[config.mk]
export PLATFORM = sky130hd
export DESIGN_NAME = spa_parked_axis
export DESIGN_NICKNAME = d
export VERILOG_FILES = /design/src/spa_pkg.sv /design/src/spa_parked_axis.sv
export SDC_FILE = /design/constraint.sdc
export NUM_CORES = 1
export LEC_CHECK = 0
export BUFFER_PORTS_ARGS = -buffer_cell sky130_fd_sc_hd__buf_2
export CELL_PAD_IN_SITES_DETAIL_PLACEMENT = 1
export CELL_PAD_IN_SITES_GLOBAL_PLACEMENT = 1
export CORE_AREA = 2 2 93 95
export DETAILED_ROUTE_END_ITERATION = 12
export DIE_AREA = 0 0 95 97
export HOLD_SLACK_MARGIN = 0.12
export PLACE_DENSITY = 0.88
export SYNTH_ARGS = -nofsm -noshare
export SYNTH_HDL_FRONTEND = slang
export SYNTH_SLANG_ARGS = --single-unit
[constraint.sdc]
create_clock -name hclk -period 3.85 [get_ports hclk]
set_clock_uncertainty 0.15 [all_clocks]
set_input_delay 0.385 -clock hclk [delete_from_list [all_inputs] [get_ports hclk]]
set_output_delay 0.385 -clock hclk [all_outputs]
set_load 0.01 [all_outputs]
[src/spa_pkg.sv]
/*
  Package for the safe parked-axis supervisor: register map, field
  positions, reset values and enumerations.
  Assumes a 32-bit AHB-Lite slave with word-aligned registers.
*/
package spa_pkg;
  localparam logic [7:0] SPA_CFG_OFS = 8'h00;
  localparam logic [7:0] SPA_STATUS_OFS = 8'h04;
  localparam logic [7:0] SPA_IRQ_STAT_OFS = 8'h08;
  localparam logic [7:0] SPA_IRQ_MASK_OFS = 8'h0C;
  localparam logic [7:0] SPA_DISPLAY_OFS = 8'h10;

  // Configuration register fields
  localparam int SPA_CFG_SAFE_BIT = 0;
  localparam int SPA_CFG_ROLE_LSB = 1;
  localparam int SPA_CFG_ROLE_W = 2;
  localparam logic [3:0] SPA_CFG_RESET = 4'h0;

  // Interrupt status bits, one per fault event
  localparam int SPA_IRQ_W = 5;
  localparam int SPA_EV_ACK = 0;
  localparam int SPA_EV_PARAM = 1;
  localparam int SPA_EV_THRESH = 2;
  localparam int SPA_EV_MODE = 3;
  localparam int SPA_EV_STAGE = 4;
  localparam logic [4:0] SPA_IRQ_MASK_RESET = 5'h00;

  // Two-letter parked code shown on the panel, ASCII
  localparam logic [15:0] SPA_PARKED_CODE = 16'h5041;
  localparam logic [15:0] SPA_BLANK_CODE = 16'h2020;

  // Stage feedback lagging its lock command this many cycles raises the fault
  localparam int SPA_STAGE_LAG_CYC = 4;

  typedef enum logic [1:0] {
    SPA_ROLE_SINGLE,
    SPA_ROLE_SLAVE,
    SPA_ROLE_MASTER_PLC,
    SPA_ROLE_MASTER_DOOR
  } spa_role_t;

  typedef enum {
    SPA_ST_RUN,
    SPA_ST_PARKED
  } spa_state_t;
endpackage : spa_pkg

[src/spa_parked_axis.sv]
/*
  Safe parked-axis supervisor with AHB-Lite register slave and fault
  interrupt. Assumes two-channel inputs arrive synchronous to hclk and
  that the slave axes' safe flags come in already decoded from the bus.
*/
// Summary of operation
// - Lock output stage on both channels while parked under safety.
// - Parked safety active only with safety enabled and parked function selected.
// - While parked, drop encoder, speed, acceleration and position supervision.
// - Parked-safe config bit stands in for missing speed information.
// - Single-acknowledge axis asserts both diagnostic outputs when parked-safe set.
// - Slave axis asserts both outputs and forwards safe state on diag bus.
// - PLC master asserts outputs only when all slaves signal safety.
// - Door master also needs all slaves safe plus dual-channel mode selection.
// - Show two-letter parked code on the panel while function active.
// - Fault when acknowledgment signal check disagrees.
// - Fault when dual-channel output stage interlock misbehaves.
// - Fault when cross-channel operating mode validation disagrees.
// - Fault when parameterized and effective thresholds disagree.
`timescale 1ns/1ps
module spa_parked_axis
  import spa_pkg::*;
#(
  parameter int N_SLAVES = 4
) (
  input wire logic hclk,
  input wire logic hresetn,
  input wire logic hsel,
  input wire logic [31:0] haddr,
  input wire logic [1:0] htrans,
  input wire logic hwrite,
  input wire logic [2:0] hsize,
  input wire logic [31:0] hwdata,
  input wire logic hready,
  output logic [31:0] hrdata,
  output logic hreadyout,
  output logic hresp,
  input wire logic safety_active,
  input wire logic park_select,
  input wire logic [N_SLAVES-1:0] slave_safe,
  input wire logic mode_sel_ch1,
  input wire logic mode_sel_ch2,
  input wire logic mode_ch1_valid,
  input wire logic mode_ch2_valid,
  input wire logic [15:0] thresh_param,
  input wire logic [15:0] thresh_eff,
  input wire logic param_crc_ok,
  input wire logic [1:0] stage_locked_fb,
  input wire logic [1:0] diag_readback,
  output logic [1:0] stage_lock,
  output logic monitor_enable,
  output logic first_diag_output,
  output logic second_diag_output,
  output logic axis_diag_bus,
  output logic [15:0] parked_display_code,
  output logic ack_check_fault,
  output logic safety_param_validation_fault,
  output logic threshold_validation_fault,
  output logic mode_validation_fault,
  output logic stage_interlock_fault,
  output logic irq
);

  spa_state_t state_reg;
  logic [3:0] cfg_reg;
  logic [SPA_IRQ_W-1:0] irq_stat_reg;
  logic [SPA_IRQ_W-1:0] irq_mask_reg;
  logic [SPA_IRQ_W-1:0] events;
  logic wr_pend_reg;
  logic [7:0] wr_addr_reg;
  logic [2:0] lag_cnt_reg;
  logic ack_raw;
  logic parked;
  logic parked_safe;
  spa_role_t role;

  function automatic logic [7:0] word_ofs(input logic [31:0] a);
    word_ofs = {a[7:2], 2'b00};
  endfunction : word_ofs

  assign parked_safe = cfg_reg[SPA_CFG_SAFE_BIT];
  assign role = spa_role_t'(cfg_reg[SPA_CFG_ROLE_LSB +: SPA_CFG_ROLE_W]);
  assign parked = (state_reg == SPA_ST_PARKED);

  always_ff @(posedge hclk or negedge hresetn) begin
    if (!hresetn) begin
      state_reg <= SPA_ST_RUN;
    end else begin
      case (state_reg)
        SPA_ST_RUN: begin
          if (safety_active && park_select) begin
            state_reg <= SPA_ST_PARKED;
          end
        end
        SPA_ST_PARKED: begin
          if (!(safety_active && park_select)) begin
            state_reg <= SPA_ST_RUN;
          end
        end
        default: state_reg <= SPA_ST_RUN;
      endcase
    end
  end

  // Acknowledgment per role; parked-safe clear forces it off
  always_comb begin
    ack_raw = 1'b0;
    if (parked && parked_safe) begin
      case (role)
        SPA_ROLE_SINGLE: ack_raw = 1'b1;
        SPA_ROLE_SLAVE: ack_raw = 1'b1;
        SPA_ROLE_MASTER_PLC: ack_raw = &slave_safe;
        SPA_ROLE_MASTER_DOOR: ack_raw = (&slave_safe) && mode_sel_ch1 && mode_sel_ch2;
        default: ack_raw = 1'b0;
      endcase
    end
  end

  always_ff @(posedge hclk or negedge hresetn) begin
    if (!hresetn) begin
      first_diag_output <= 1'b0;
      second_diag_output <= 1'b0;
      axis_diag_bus <= 1'b0;
    end else begin
      first_diag_output <= ack_raw;
      second_diag_output <= ack_raw;
      axis_diag_bus <= ack_raw && (role == SPA_ROLE_SLAVE);
    end
  end

  always_ff @(posedge hclk or negedge hresetn) begin
    if (!hresetn) begin
      stage_lock <= 2'b11;
      monitor_enable <= 1'b0;
      parked_display_code <= SPA_BLANK_CODE;
    end else begin
      stage_lock <= {2{parked}};
      monitor_enable <= !parked;
      parked_display_code <= parked ? SPA_PARKED_CODE : SPA_BLANK_CODE;
    end
  end

  // Stage feedback may lag the command briefly before it counts
  always_ff @(posedge hclk or negedge hresetn) begin
    if (!hresetn) begin
      lag_cnt_reg <= 3'h0;
    end else if (stage_locked_fb != stage_lock) begin
      if (lag_cnt_reg != 3'(SPA_STAGE_LAG_CYC)) begin
        lag_cnt_reg <= lag_cnt_reg + 3'h1;
      end
    end else begin
      lag_cnt_reg <= 3'h0;
    end
  end

  always_comb begin
    events = '0;
    events[SPA_EV_ACK] = (diag_readback != {second_diag_output, first_diag_output});
    events[SPA_EV_PARAM] = !param_crc_ok;
    events[SPA_EV_THRESH] = (thresh_param != thresh_eff);
    events[SPA_EV_MODE] = (mode_ch1_valid != mode_ch2_valid);
    events[SPA_EV_STAGE] = (lag_cnt_reg == 3'(SPA_STAGE_LAG_CYC));
  end

  always_ff @(posedge hclk or negedge hresetn) begin
    if (!hresetn) begin
      ack_check_fault <= 1'b0;
      safety_param_validation_fault <= 1'b0;
      threshold_validation_fault <= 1'b0;
      mode_validation_fault <= 1'b0;
      stage_interlock_fault <= 1'b0;
    end else begin
      ack_check_fault <= events[SPA_EV_ACK];
      safety_param_validation_fault <= events[SPA_EV_PARAM];
      threshold_validation_fault <= events[SPA_EV_THRESH];
      mode_validation_fault <= events[SPA_EV_MODE];
      stage_interlock_fault <= events[SPA_EV_STAGE];
    end
  end

  // AHB-Lite slave: zero wait states, writes land in the data phase
  assign hreadyout = 1'b1;
  assign hresp = 1'b0;

  always_ff @(posedge hclk or negedge hresetn) begin
    if (!hresetn) begin
      wr_pend_reg <= 1'b0;
      wr_addr_reg <= 8'h00;
    end else if (hready) begin
      wr_pend_reg <= hsel && htrans[1] && hwrite;
      wr_addr_reg <= word_ofs(haddr);
    end
  end

  always_ff @(posedge hclk or negedge hresetn) begin
    if (!hresetn) begin
      cfg_reg <= SPA_CFG_RESET;
      irq_mask_reg <= SPA_IRQ_MASK_RESET;
    end else if (wr_pend_reg) begin
      if (wr_addr_reg == SPA_CFG_OFS) begin
        cfg_reg <= hwdata[3:0];
      end
      if (wr_addr_reg == SPA_IRQ_MASK_OFS) begin
        irq_mask_reg <= hwdata[SPA_IRQ_W-1:0];
      end
    end
  end

  // Set wins over a write-one clear in the same cycle
  always_ff @(posedge hclk or negedge hresetn) begin
    if (!hresetn) begin
      irq_stat_reg <= '0;
    end else begin
      if (wr_pend_reg && wr_addr_reg == SPA_IRQ_STAT_OFS) begin
        irq_stat_reg <= (irq_stat_reg & ~hwdata[SPA_IRQ_W-1:0]) | events;
      end else begin
        irq_stat_reg <= irq_stat_reg | events;
      end
    end
  end

  always_ff @(posedge hclk or negedge hresetn) begin
    if (!hresetn) begin
      irq <= 1'b0;
    end else begin
      irq <= |(irq_stat_reg & irq_mask_reg);
    end
  end

  always_ff @(posedge hclk or negedge hresetn) begin
    if (!hresetn) begin
      hrdata <= 32'h0000_0000;
    end else if (hready && hsel && htrans[1] && !hwrite) begin
      case (word_ofs(haddr))
        SPA_CFG_OFS: hrdata <= {28'h0000000, cfg_reg};
        SPA_STATUS_OFS: hrdata <= {24'h000000, axis_diag_bus, second_diag_output, first_diag_output,
                                   monitor_enable, stage_lock, 1'b0, parked};
        SPA_IRQ_STAT_OFS: hrdata <= {27'h0, irq_stat_reg};
        SPA_IRQ_MASK_OFS: hrdata <= {27'h0, irq_mask_reg};
        SPA_DISPLAY_OFS: hrdata <= {16'h0000, parked_display_code};
        default: hrdata <= 32'h0000_0000;
      endcase
    end
  end

endmodule : spa_parked_axis

# [After elaboration in Yosys (flattened, before gate mapping)]
# Cells that the tools add are included.
[op_classes] addsub=1 n_mul=0 div=0 order_cmp=0 n_eq_ne=20 shift=0 muxes=10 bitwise=5 reduce_logical=24
[ops] op="case mux 15 bit (5 select lines)" count=1
[ops] op="2-to-1 mux 32 bit" count=2
[ops] op="case mux 32 bit (2 select lines)" count=1
[ops] op="== test 32 x 1 -> 1 bit, second input constant" count=1
[ops] op="== test 32 x 2 -> 1 bit, second input constant" count=1
[ops] op="zero test 32 bit" count=1
[ops] op="== test 6 x 2 -> 1 bit, second input constant" count=4
[ops] op="!= test 16 bit" count=1
[ops] op="2-to-1 mux 15 bit" count=1
[ops] op="logical AND 1 bit" count=11
[ops] op="bitwise AND 5 bit" count=2
[ops] op="OR 5 bit" count=2
[ops] op="zero test 8 bit" count=1
[ops] op="== test 6 x 1 -> 1 bit, second input constant" count=1
[ops] op="== test 6 x 3 -> 1 bit, second input constant" count=1
[ops] op="zero test 6 bit" count=1
[ops] op="2-to-1 mux 3 bit" count=2
[ops] op="AND reduction 2 bit" count=3
[ops] op="2-to-1 mux 5 bit" count=1
[ops] op="inverter 5 bit" count=1
[ops] op="OR reduction 5 bit" count=1
[ops] op="== test 2 bit, second input constant" count=2
[ops] op="!= test 2 bit" count=2
[ops] op="!= test 2 bit, second input constant" count=2
[ops] op="12 further kinds" count=14
[word_totals] regBits=113 latchBits=0 ramBits=0 romBits=0 input_bits=121 output_inout_bits=62 n_memories=0

# [Logic depth before layout (Yosys ltp)]
# Gate-level depths: netlist of run 1.
[logic_depth] word_depth=6 mapped_depth=6 depth_no_buf=6

# [Worst setup path before layout of run 1]
# No wires, ideal clock.
[synth_path] path_type="in2reg" startpoint="input port haddr[2]" endpoint="register hrdata[2]" setup_ns=0.127 t_arrival_ns=1.286 path_slack_ns=2.288 cell_stages=5 n_path_buf=1 cell_sequence="buf_6 -> mux2_4 -> a22oi_1 -> nor2_1 -> a221o_2"
[synth_between] elab_chain_len=2 word_cells_on_any_way=6 classes_between="eq/ne: 4; mux: 1; reduce/logical: 1"
[synth_rtl] item="from (decl)" line="spa_parked_axis.sv:29" rtl="input wire logic [31:0] haddr,"
[synth_rtl] item="== test 6 x 3 -> 1 bit, or another cell as far along" line="spa_parked_axis.sv:234" rtl="case (word_ofs(haddr))"
[synth_rtl] item="case mux 15 bit (5 select lines) (*)" line="spa_parked_axis.sv:234"
[synth_rtl] item="to (signal assigned)" line="spa_parked_axis.sv:235" rtl="SPA_CFG_OFS: hrdata <= {28'h0000000, cfg_reg};"
[synth_rtl] item="to (signal assigned)" line="spa_parked_axis.sv:236" rtl="SPA_STATUS_OFS: hrdata <= {24'h000000, axis_diag_bus, second_diag_output, first_diag_output,"
[synth_rtl] item="to (signal assigned)" line="spa_parked_axis.sv:238" rtl="SPA_IRQ_STAT_OFS: hrdata <= {27'h0, irq_stat_reg};"
[synth_rtl] item="to (decl)" line="spa_parked_axis.sv:35" rtl="output logic [31:0] hrdata,"
# Mark *: on every way between the ends. The rest lies on a longest branch, timed or not.
# A chain may end at the register's enable or synchronous reset.

# [Worst setup path in the final report of run 1]
[layout_path] startpoint="register wr_addr_reg[5]" endpoint="register irq_mask_reg[0]"
[layout_between] elab_chain_len=2
[layout_rtl] item="from (decl)" line="spa_parked_axis.sv:70" rtl="logic [7:0] wr_addr_reg;"
[layout_rtl] item="from (signal assigned)" line="spa_parked_axis.sv:191" rtl="wr_addr_reg <= word_ofs(haddr);"
[layout_rtl] item="== test 6 x 2 -> 1 bit" line="spa_parked_axis.sv:203" rtl="if (wr_addr_reg == SPA_IRQ_MASK_OFS) begin"
[layout_rtl] item="AND reduction 2 bit (no source line)"
[layout_rtl] item="to (signal assigned)" line="spa_parked_axis.sv:204" rtl="irq_mask_reg <= hwdata[SPA_IRQ_W-1:0];"
[layout_rtl] item="to (decl)" line="spa_parked_axis.sv:67" rtl="logic [SPA_IRQ_W-1:0] irq_mask_reg;"
# No other way between the ends.

==> flow_metrics.tcl, run 1 <==
set metrics [dict create \
    critPathArrivalTime_ns 1.83 \
    setup_viol_count_final 0 \
    first_global_vias 1881 \
    clock-sinks 47 \
    drive_gt1_share_pct 40.3 \
    setup_total_negative_slack_ns 0 \
    globalRoute.totalOverflow 0 \
    r2r-start "wr_addr_reg[5]" \
    crit_slowest_cell "sky130_fd_sc_hd__dfrtp_1" \
    grt_setup_unrepaired "false" \
    cellLeakagePower_uw 0.00147 \
    dr.max_layer_used "met5" \
    n_antenna_cell 0 \
    area_delta_synth_final_pct 19.6 \
    sw_ratio_pct 29.6 \
    clkPwrFrac_pct 26.6 \
    status "completed" \
    grt_pass1_wl_um 9060 \
    io_buffers 92 \
    edff_count_synth 0 \
    power_switching_uw 324 \
    endpoint_kind "flop" \
    timing_hold_violations_final 0 \
    cts.clk_slew.worst_paths_ns 0.08 \
    timing.final.crit_share_pct 46.5 \
    post_drt_wl_per_cell_um 13.8 \
    num_rows 33 \
    asyncSetResetFlopFracSynth_pct 100 \
    met3_wirelength_um 366 \
    cts.root.buffer_cell "sky130_fd_sc_hd__clkbuf_8" \
    largest_reg_flops 10 \
    dpl.cell_count 408 \
    placedInstanceArea_mm2 0.00284 \
    drc_markers 0 \
    postRouteAntennaNets 0 \
    post_synthesis_mean_instance_area_um2 10.9 \
    final-instance-count-excl-fill 418 \
    r2r.worst_path.cells 3 \
    io_pins 183 \
    vdd.ir_drop.worst_mv 0.158 \
    route.detailed.vias_per_inst 4.39 \
    cts_made_buffers 5 \
    nNetsFinal 435 \
    floorplan.initialDensity_pct 30.2 \
    totalWireLength_um 5790 \
    postSynthCellCount 225 \
    tritoncts "built" \
    ys_warn_count 0 \
    ys_ff_latch 47 \
    vertical_extent_of_the_die_um 97 \
    ys_types 41 \
    timing.final.max_slew_violations 0 \
    power_density_mw_per_mm2 372 \
    power.internal_uw 770 \
    power.combinational.fraction_pct 20.5 \
    r2r-end "irq_mask_reg[0]" \
    firstDrtPassIters 4 \
    grt_max_degree 48 \
    holdCritPathClass "in -> async" \
    clock_tree.htree_level_count 2 \
    cp_max_fo 5 \
    power.sequential.fraction_pct 53.0 \
    regToRegSetupSlack_ns 2.06 \
    tightest_pin_transition_ns 1.03 \
    max_stage_delay_ns 0.40 \
    ys.flop_type "sky130_fd_sc_hd__dfrtp_1" \
    worstSetupPathType "reg -> reg" \
    antenna_violations_before_repair 1 \
    yosysSeqAreaShare_pct 47.9 \
    worst-endpoint-required_ns 3.89 \
    core_area_mm2 0.00813 \
    ordered_list_of_cells_on_the_worst_path "nor4_2, nand4_1, mux2_2" \
    max-clock-path-buffers 2 \
    dp.final_hpwl_um 4670 \
    floorplan.die.width_um 95 \
    clkLatencyLatePin_ns 0.30 \
    final.min_clock_period_ns 1.79 \
    grt_util_all_layers_pct 12.6 \
    design_area_mm2 0.00294 \
    core_utilization_of_the_finished_layout_pct 36.2 \
    mappedNetlistArea_mm2 0.00246 \
    critPathLaunchType "flop" \
    critPathTopFamily "simple AND/OR/NAND/NOR gates" \
    drt_first_iter_violations 76 \
    maxCapViolCount 0 \
    wl_met2_um 3120 \
    mostFrequentLayoutCell "sky130_fd_sc_hd__buf_2" \
    die_area_mm2 0.00922 \
    layout_common_cells "sky130_fd_sc_hd__buf_2, sky130_fd_sc_hd__dfrtp_1, sky130_fd_sc_hd__conb_1, sky130_fd_sc_hd__nand2_1" \
    fmaxAchievable_mhz 559 \
    routedLengthMet1_um 2240 \
    routed-via-count 1835 \
    place_congestion 0.789 \
    worstPathBufferInverterCount 0 \
    relSlewSlack_pct 31.2 \
]
==> Yosys cell counts (all sizes together) (2+ instances only) <==
master	n	share of area (%)
dfrtp	45	46
buf	43	13
nand2	23	3.5
mux2	18	8.4
xor2	17	6.1
nor2	10	1.5
nor4	7	2.3
inv	6	0.92
nand3	6	1.2
a21o	5	1.5
nand4	4	1.0
a21oi	3	0.61
a22oi	3	0.92
nor3	3	0.61
o21ai	3	0.61
or3	3	1.2
a22o	2	0.71
a31oi	2	0.51
clkbuf	2	0.31
conb	2	0.31
dfstp	2	2.1
ha	2	1.0
mux2i	2	0.81
==> area by class of cell <==
class	instances	area [um^2]
clock buffers	6	72.6
clock inverters	2	12.5
fillers	938	5190
inverters	6	22.5
multi-input cells	158	1040
flip-flops and latches	47	1180
well taps	105	131
repair buffers	94	480
==> stage by stage <==
step           setup WS (ns)  total power [uW]  hold WS [ns]
2_1_floorplan           2.29               741       -0.0606
3_3_place_gp            1.95               787         0.287
3_5_place_dp            1.91               811         0.288
4_1_cts                 2.04              1110         0.125
5_1_grt                 1.97              1170         0.135
6_report                2.06              1090         0.113
==> worst max-delay path by stage <==
stage	slack (ns)	start	to	depth (start not counted)
final	2.06	wr_addr_reg[5]	irq_mask_reg[0]	3
after global routing	1.97	wr_addr_reg[5]	irq_mask_reg[0]	3
after CTS	2.04	wr_addr_reg[5]	irq_mask_reg[0]	3
after detailed placement	1.91	hready	hrdata[2]	5
after global placement	1.95	hready	hrdata[2]	5
after floorplan	2.29	haddr[2]	hrdata[2]	5
==> power groups by stage <==
stage / combinational, uW / clock [uW] / sequential, uW
floorplan: 156 / 0 / 585
global route: 254 / 325 / 588
global placement: 203 / 0 / 584
detailed placement: 223 / 0 / 589
finish: 224 / 291 / 579
CTS: 226 / 305 / 579
==> cell families (layout without fill, tap and decap cells) <==
group	after synthesis	in the layout	synth area share (%)
simple gates	62	62	13.4
other cells	2	33	0.305
xor+xnor	18	18	6.41
fa+ha+maj	2	2	1.02
flops	47	47	47.9
mux	21	21	10.1
compound gates	22	22	6.41
buf+inv	51	108	14.4
==> per-layer routing <==
| metal | vias up | GRT usage (%) |
|---|---|---|
| li1 | 872 | - |
| met5 | - | 0 |
| met1 | 874 | 14.6 |
| met4 | 2 | 3.01 |
| met2 | 78 | 23.1 |
| met3 | 9 | 2.96 |
==> what timing repair did <==
item,4_1_cts,5_1_grt
setup buffers,0,0
endpoints found under the hold margin,2,0
hold buffers,2,0
gates resized for setup,0,0
==> worst register-to-register path, cell delays in order, from the launching register on <==
cell	delay (ns)
sky130_fd_sc_hd__dfrtp_1	0.40
sky130_fd_sc_hd__nor4_2	0.38
sky130_fd_sc_hd__nand4_1	0.35
sky130_fd_sc_hd__mux2_2	0.39
No activity file was read; power rests on OpenSTA's default activity.
==> inputs of run 2 (changes only) <==
ABC_AREA = 1   (was not set)
CORE_AREA = 2 2 105 107   (was 2 2 93 95)
DIE_AREA = 0 0 107 109   (was 0 0 95 97)
PLACE_DENSITY = 0.79   (was 0.88)
clock period = 1.5 ns   (was 3.85 ns; I/O delays follow)
==> run 2 against run 1 <==
Compared with the run above: cell area up 28%; critical path depth down 1; global-route usage up 1.1 points; via count up 34%; power rose to 2.9 times the previous value; critical path type unchanged; highest routed layer is now met4.
==> flow_metrics.tcl, run 2 <==
set metrics [dict create \
    postRouteAntennaNets 0 \
    cts.clk_slew.worst_paths_ns 0.09 \
    grt_max_degree 23 \
    setup_viol_count_final 0 \
    post_drt_wl_per_cell_um 13.0 \
    max_stage_delay_ns 0.55 \
    synth.top_cell.area_share_pct 43.5 \
    post_synthesis_mean_instance_area_um2 8.31 \
    grt_setup_unrepaired "true" \
    worst-endpoint-required_ns 1.54 \
    clkLatencyLatePin_ns 0.31 \
    dr.max_layer_used "met4" \
    area_delta_synth_final_pct 45.0 \
    mostFrequentLayoutCell "sky130_fd_sc_hd__buf_2" \
    tritoncts "built" \
    cp_max_fo 2 \
    drc_markers 0 \
    totalWireLength_um 7820 \
    synth.largest_area_cell "sky130_fd_sc_hd__dfrtp_1" \
    crit_slowest_cell "sky130_fd_sc_hd__dlygate4sd3_1" \
    place_congestion 0.816 \
    ys_ff_latch 47 \
    antenna_violations_before_repair 0 \
    status "completed" \
    die_area_mm2 0.0117 \
    source_of_the_critical_timing_path "wr_addr_reg[7]" \
    grt_pass1_wl_um 12600 \
    worst_hold_startpoint "haddr[6]" \
    dp.final_hpwl_um 5720 \
    ys.flop_type "sky130_fd_sc_hd__dfrtp_1" \
    timing.final.max_slew_violations 0 \
    nNetsFinal 584 \
    core_utilization_of_the_finished_layout_pct 35.4 \
    route.detailed.vias_per_inst 4.09 \
    worstSetupPathType "reg -> reg" \
    final.min_clock_period_ns 1.47 \
    ys_types 31 \
    floorplan.die.width_um 107 \
    largest_reg_flops 10 \
    floorplan.initialDensity_pct 24.4 \
    maxCapViolCount 0 \
    r2r-start "wr_addr_reg[7]" \
    regToRegSetupSlack_ns 0.03 \
    holdCritPathClass "in -> reg" \
    holdWs_ns 0.121 \
    max-clock-path-buffers 2 \
    cts_made_buffers 5 \
    wl_met2_um 4150 \
    ys_warn_count 0 \
    timing_hold_violations_final 0 \
    asyncSetResetFlopFracSynth_pct 100 \
    n_antenna_cell 0 \
    clock_tree.htree_level_count 2 \
    fmaxAchievable_mhz 679 \
    edff_count_synth 0 \
    firstDrtPassIters 4 \
    globalRoute.totalOverflow 0 \
    postSynthCellCount 312 \
    endpoint_kind "flop" \
    cts.root.buffer_cell "sky130_fd_sc_hd__clkbuf_8" \
    power_density_mw_per_mm2 833 \
    layout_common_cells "sky130_fd_sc_hd__buf_2, sky130_fd_sc_hd__nand2_1, sky130_fd_sc_hd__dlygate4sd3_1, sky130_fd_sc_hd__dfrtp_1, sky130_fd_sc_hd__inv_1" \
    holdPathEnd "hrdata[13]" \
    r2r.worst_path.cells 2 \
    routedLengthMet1_um 3130 \
    critPathArrivalTime_ns 1.52 \
    num_rows 38 \
    yosys.cell_count.top_type "sky130_fd_sc_hd__nand2_1" \
    cellLeakagePower_uw 0.00200 \
    io_buffers 92 \
    vdd.ir_drop.worst_mv 0.331 \
    placedInstanceArea_mm2 0.00310 \
    routed-via-count 2461 \
    worstHoldPathCells 6 \
    drive_gt1_share_pct 27.1 \
    r2r-end "wr_addr_reg[7]" \
    met3_wirelength_um 452 \
    grt_util_all_layers_pct 13.8 \
    critPathLaunchType "flop" \
    first_global_vias 2670 \
    yosysSeqAreaShare_pct 45.5 \
    clock-sinks 47 \
    core_area_mm2 0.0106 \
    design_area_mm2 0.00376 \
    drt_first_iter_violations 71 \
    synth_top_cells_by_area "sky130_fd_sc_hd__dfrtp_1, sky130_fd_sc_hd__buf_4, sky130_fd_sc_hd__nand2_1" \
    io_pins 183 \
    vertical_extent_of_the_die_um 109 \
    ys_top_cells_by_count "sky130_fd_sc_hd__nand2_1, sky130_fd_sc_hd__dfrtp_1, sky130_fd_sc_hd__buf_4, sky130_fd_sc_hd__inv_1, sky130_fd_sc_hd__nor2_1" \
    setup_total_negative_slack_ns 0 \
    timing.final.crit_share_pct 98.2 \
    ordered_list_of_cells_on_the_worst_path "mux2_2, dlygate4sd3_1" \
    mappedNetlistArea_mm2 0.00259 \
]
## run 2: logic make-up after synthesis
| logic type | count (synthesis) | share of synthesized area [%] |
|---|---|---|
| other | 2 | 0.290 |
| adder cells (fa/ha/maj) | 2 | 0.966 |
| multiplexers | 3 | 1.30 |
| flip-flops | 47 | 45.5 |
| AND/OR/NAND/NOR | 127 | 21.9 |
| XOR/XNOR | 14 | 4.73 |
| buffers and inverters | 83 | 17.9 |
| AO/OA/AOI/OAI | 34 | 7.44 |
## run 2: worst max-delay path by stage
stage | endpoint | slack [ns] | depth (start not counted)
after floorplan | irq_mask_reg[0] | 0.17 | 5
after global placement | irq_stat_reg[0] | 0.03 | 4
after detailed placement | irq_stat_reg[0] | -0.03 | 4
after CTS | wr_addr_reg[4] | 0.02 | 5
after global routing | cfg_reg[2] | -0.03 | 6
final | wr_addr_reg[7] | 0.03 | 2
## run 2: what timing repair did
item                                   in CTS  in global routing
setup endpoints to repair                   1                 17
setup buffers                               0                  1
endpoints found under the hold margin      73                  1
resized for setup                           1                  8
pin swaps                                   0                  1
hold buffers                               54                  1
## run 2: layer usage
metal | vias up | GRT usage [%]
li1 | 1206 | -
met1 | 1161 | 15.1
met2 | 88 | 26.9
met3 | 6 | 2.87
met4 | 0 | 3.34
met5 | - | 0
## run 2: layout make-up
cell class | count | area, um^2
inverter | 41 | 154
sequential | 47 | 1180
fill | 1294 | 6850
multi-input combinational | 213 | 1070
clock inverter | 3 | 43.8
clock buffer | 5 | 68.8
timing repair buffer | 153 | 1060
tap | 140 | 175
## run 2: critical path: cells and delay by family (launching register included)
family,cells,cell delay [ns]
DFF,1,0.39
muxes,1,0.27
buffers and inverters,1,0.55
## run 2: per-stage QoR
step	setup slack, ns	total power (uW)	std cells
2_1_floorplan	0.169	1880	343
3_3_place_gp	0.0348	2030	540
3_5_place_dp	-0.0295	2100	540
4_1_cts	0.0216	3150	602
5_1_grt	-0.0340	3330	602
6_report	0.0266	3130	602
## run 2: where the power goes
group | total [uW] | switching [uW] | internal (uW)
Sequential | 1470 | 82.7 | 1390
Clock | 937 | 441 | 496
Combinational | 722 | 388 | 334
==> inputs of run 3 (changes only) <==
ABC_AREA = not set   (was 1)
CORE_AREA = 2 2 101 103   (was 2 2 105 107)
DIE_AREA = 0 0 103 105   (was 0 0 107 109)
PLACE_DENSITY = 0.8   (was 0.79)
==> run 3 against run 2 <==
Compared with the run above: the flow now finishes with violations (setup timing); critical endpoint is now irq_mask_reg[0]; register-to-register slack got worse by 0.22 ns; non-clock buffer count fell by 16; sequential cell count did not move; sequential power barely moved; critical path type unchanged; via count fell by 16%.
==> flow_metrics.tcl, run 3 (synthesis gave the netlist of run 1 again) <==
set metrics [dict create \
    io_pins 183 \
    layout_common_cells "sky130_fd_sc_hd__buf_2, sky130_fd_sc_hd__dfrtp_1, sky130_fd_sc_hd__conb_1, sky130_fd_sc_hd__dlygate4sd3_1, sky130_fd_sc_hd__nand2_1" \
    dp.final_hpwl_um 5240 \
    core_area_mm2 0.00964 \
    area_delta_synth_final_pct 40.3 \
    floorplan.die.width_um 103 \
    clock_tree.htree_level_count 2 \
    drc_markers 0 \
    route.detailed.vias_per_inst 4.22 \
    floorplan.initialDensity_pct 25.5 \
    mostFrequentLayoutCell "sky130_fd_sc_hd__buf_2" \
    vdd.ir_drop.worst_mv 0.327 \
    timing.final.crit_share_pct 113 \
    critPathLaunchType "flop" \
    cellLeakagePower_uw 0.00168 \
    status "complete, but fails checks" \
    timing.final.max_slew_violations 0 \
    power_density_mw_per_mm2 856 \
    dpl.cell_count 447 \
    nFillCells 1126 \
    firstDrtPassIters 4 \
    drive_gt1_share_pct 41.0 \
    critPathArrivalTime_ns 1.73 \
    clkLatencyLatePin_ns 0.31 \
    source_of_the_critical_timing_path "wr_addr_reg[5]" \
    maxCapViolCount 0 \
    clock-sinks 47 \
    drt_first_iter_violations 70 \
    globalRoute.totalOverflow 0 \
    die_area_mm2 0.0108 \
    final-instance-count-excl-fill 489 \
    final.min_clock_period_ns 1.69 \
    antenna_violations_before_repair 0 \
    regToRegSetupSlack_ns -0.19 \
    met3_wirelength_um 394 \
    failed_checks "setup timing" \
    vertical_extent_of_the_die_um 105 \
    routed-via-count 2063 \
    fin_ws_ns -0.190 \
    nNetsFinal 478 \
    grt_util_all_layers_pct 13.5 \
    cts_made_buffers 5 \
    timing_hold_violations_final 0 \
    postRouteAntennaNets 0 \
    holdCritPathClass "in -> reg" \
    grt_pass1_wl_um 11200 \
    area.sequential_mm2 0.00118 \
    grt_max_degree 32 \
    fmaxAchievable_mhz 592 \
    n_antenna_cell 0 \
    dr.max_layer_used "met4" \
    io_buffers 92 \
    first_global_vias 2237 \
    r2r-end "irq_mask_reg[0]" \
    cp_max_fo 5 \
    cts.root.buffer_cell "sky130_fd_sc_hd__clkbuf_8" \
    largest_reg_flops 10 \
    totalWireLength_um 7270 \
    setup_total_negative_slack_ns -1.46 \
    tritoncts "built" \
    multiInputGateArea_mm2 0.00109 \
    setup_viol_count_final 15 \
    r2r-start "wr_addr_reg[5]" \
    worst-endpoint-required_ns 1.54 \
    max-clock-path-buffers 2 \
    routedLengthMet1_um 2630 \
    cts.clk_slew.worst_paths_ns 0.09 \
    place_congestion 0.777 \
    worstHoldPathCells 4 \
    endpoint_kind "flop" \
    post_drt_wl_per_cell_um 14.9 \
    worstSetupPathType "reg -> reg" \
    endpoint "irq_mask_reg[0]" \
    r2r.worst_path.cells 4 \
    num_rows 36 \
    wl_met2_um 4090 \
    grt_setup_unrepaired "true" \
]
[run 3: cell count changes in the layout (fill, tap and decap cells not counted), moves of 16 or more]
cell and delta:
sky130_fd_sc_hd__dlygate4sd3_1 -23, sky130_fd_sc_hd__o21ai_0 -16, sky130_fd_sc_hd__inv_1 -32, sky130_fd_sc_hd__nand2_1 -46, sky130_fd_sc_hd__xor2_1 +16
[run 3: cell type report]
type	instances	area share [%]
clock buffers	6	2.10
multi-input cells	158	31.7
flip-flops and latches	47	34.2
inverters	6	0.653
clock inverters	2	0.363
repair buffers	137	26.3
well taps	133	4.82
[run 3: worst max-delay path: stages, from the launching register on]
cell	delay, ns
sky130_fd_sc_hd__dfrtp_1	0.41
sky130_fd_sc_hd__nor4_4	0.33
sky130_fd_sc_hd__nand4_1	0.20
sky130_fd_sc_hd__buf_6	0.18
sky130_fd_sc_hd__mux2_4	0.30
[run 3: power by group]
part           internal, uW  total, uW  switching (uW)
sequential             1390       1500             106
clock                   326        767             440
combinational           341        688             347
total                  2060       2950             894
[run 3: per-stage QoR]
step / utilization (%) / hold WS (ns) / power (uW) / setup WS (ns) / area [um^2]
5_1_grt: 35.8 / 0.136 / 3130 / -0.249 / 3450
4_1_cts: 35.5 / 0.122 / 2970 / -0.119 / 3430
3_5_place_dp: 30.9 / -0.0423 / 2110 / -0.162 / 2980
6_report: 35.8 / 0.105 / 2950 / -0.190 / 3450
2_1_floorplan: - / -0.296 / 1900 / -0.00830 / 2580
3_3_place_gp: 30.9 / -0.0559 / 2050 / -0.167 / 2980
[run 3: per-layer routing]
layer	up-vias	global-route usage, %
met5	-	0
li1	960	-
met1	1002	14.2
met4	0	5.55
met3	13	2.21
met2	88	25.7
[run 3: worst min path at each step]
| stage | from | end | slack (ns) |
|---|---|---|---|
| 2_1_floorplan | hresetn | ack_check_fault | -0.30 |
| 3_3_place_gp | hresetn | hrdata[5] | -0.06 |
| 3_5_place_dp | hresetn | hrdata[5] | -0.04 |
| 4_1_cts | thresh_eff[8] | threshold_validation_fault | 0.12 |
| 5_1_grt | thresh_eff[8] | threshold_validation_fault | 0.14 |
| 6_report | thresh_eff[8] | threshold_validation_fault | 0.11 |
[run 3: what timing repair did]
| item | CTS | global route |
|---|---|---|
| resized for setup | 8 | 3 |
| buffers inserted | 3 | 1 |
| endpoints found under the setup margin | 15 | 15 |
| pin swaps | 11 | 8 |
| hold buffers | 30 | 0 |
| endpoints found under the hold margin | 77 | 0 |
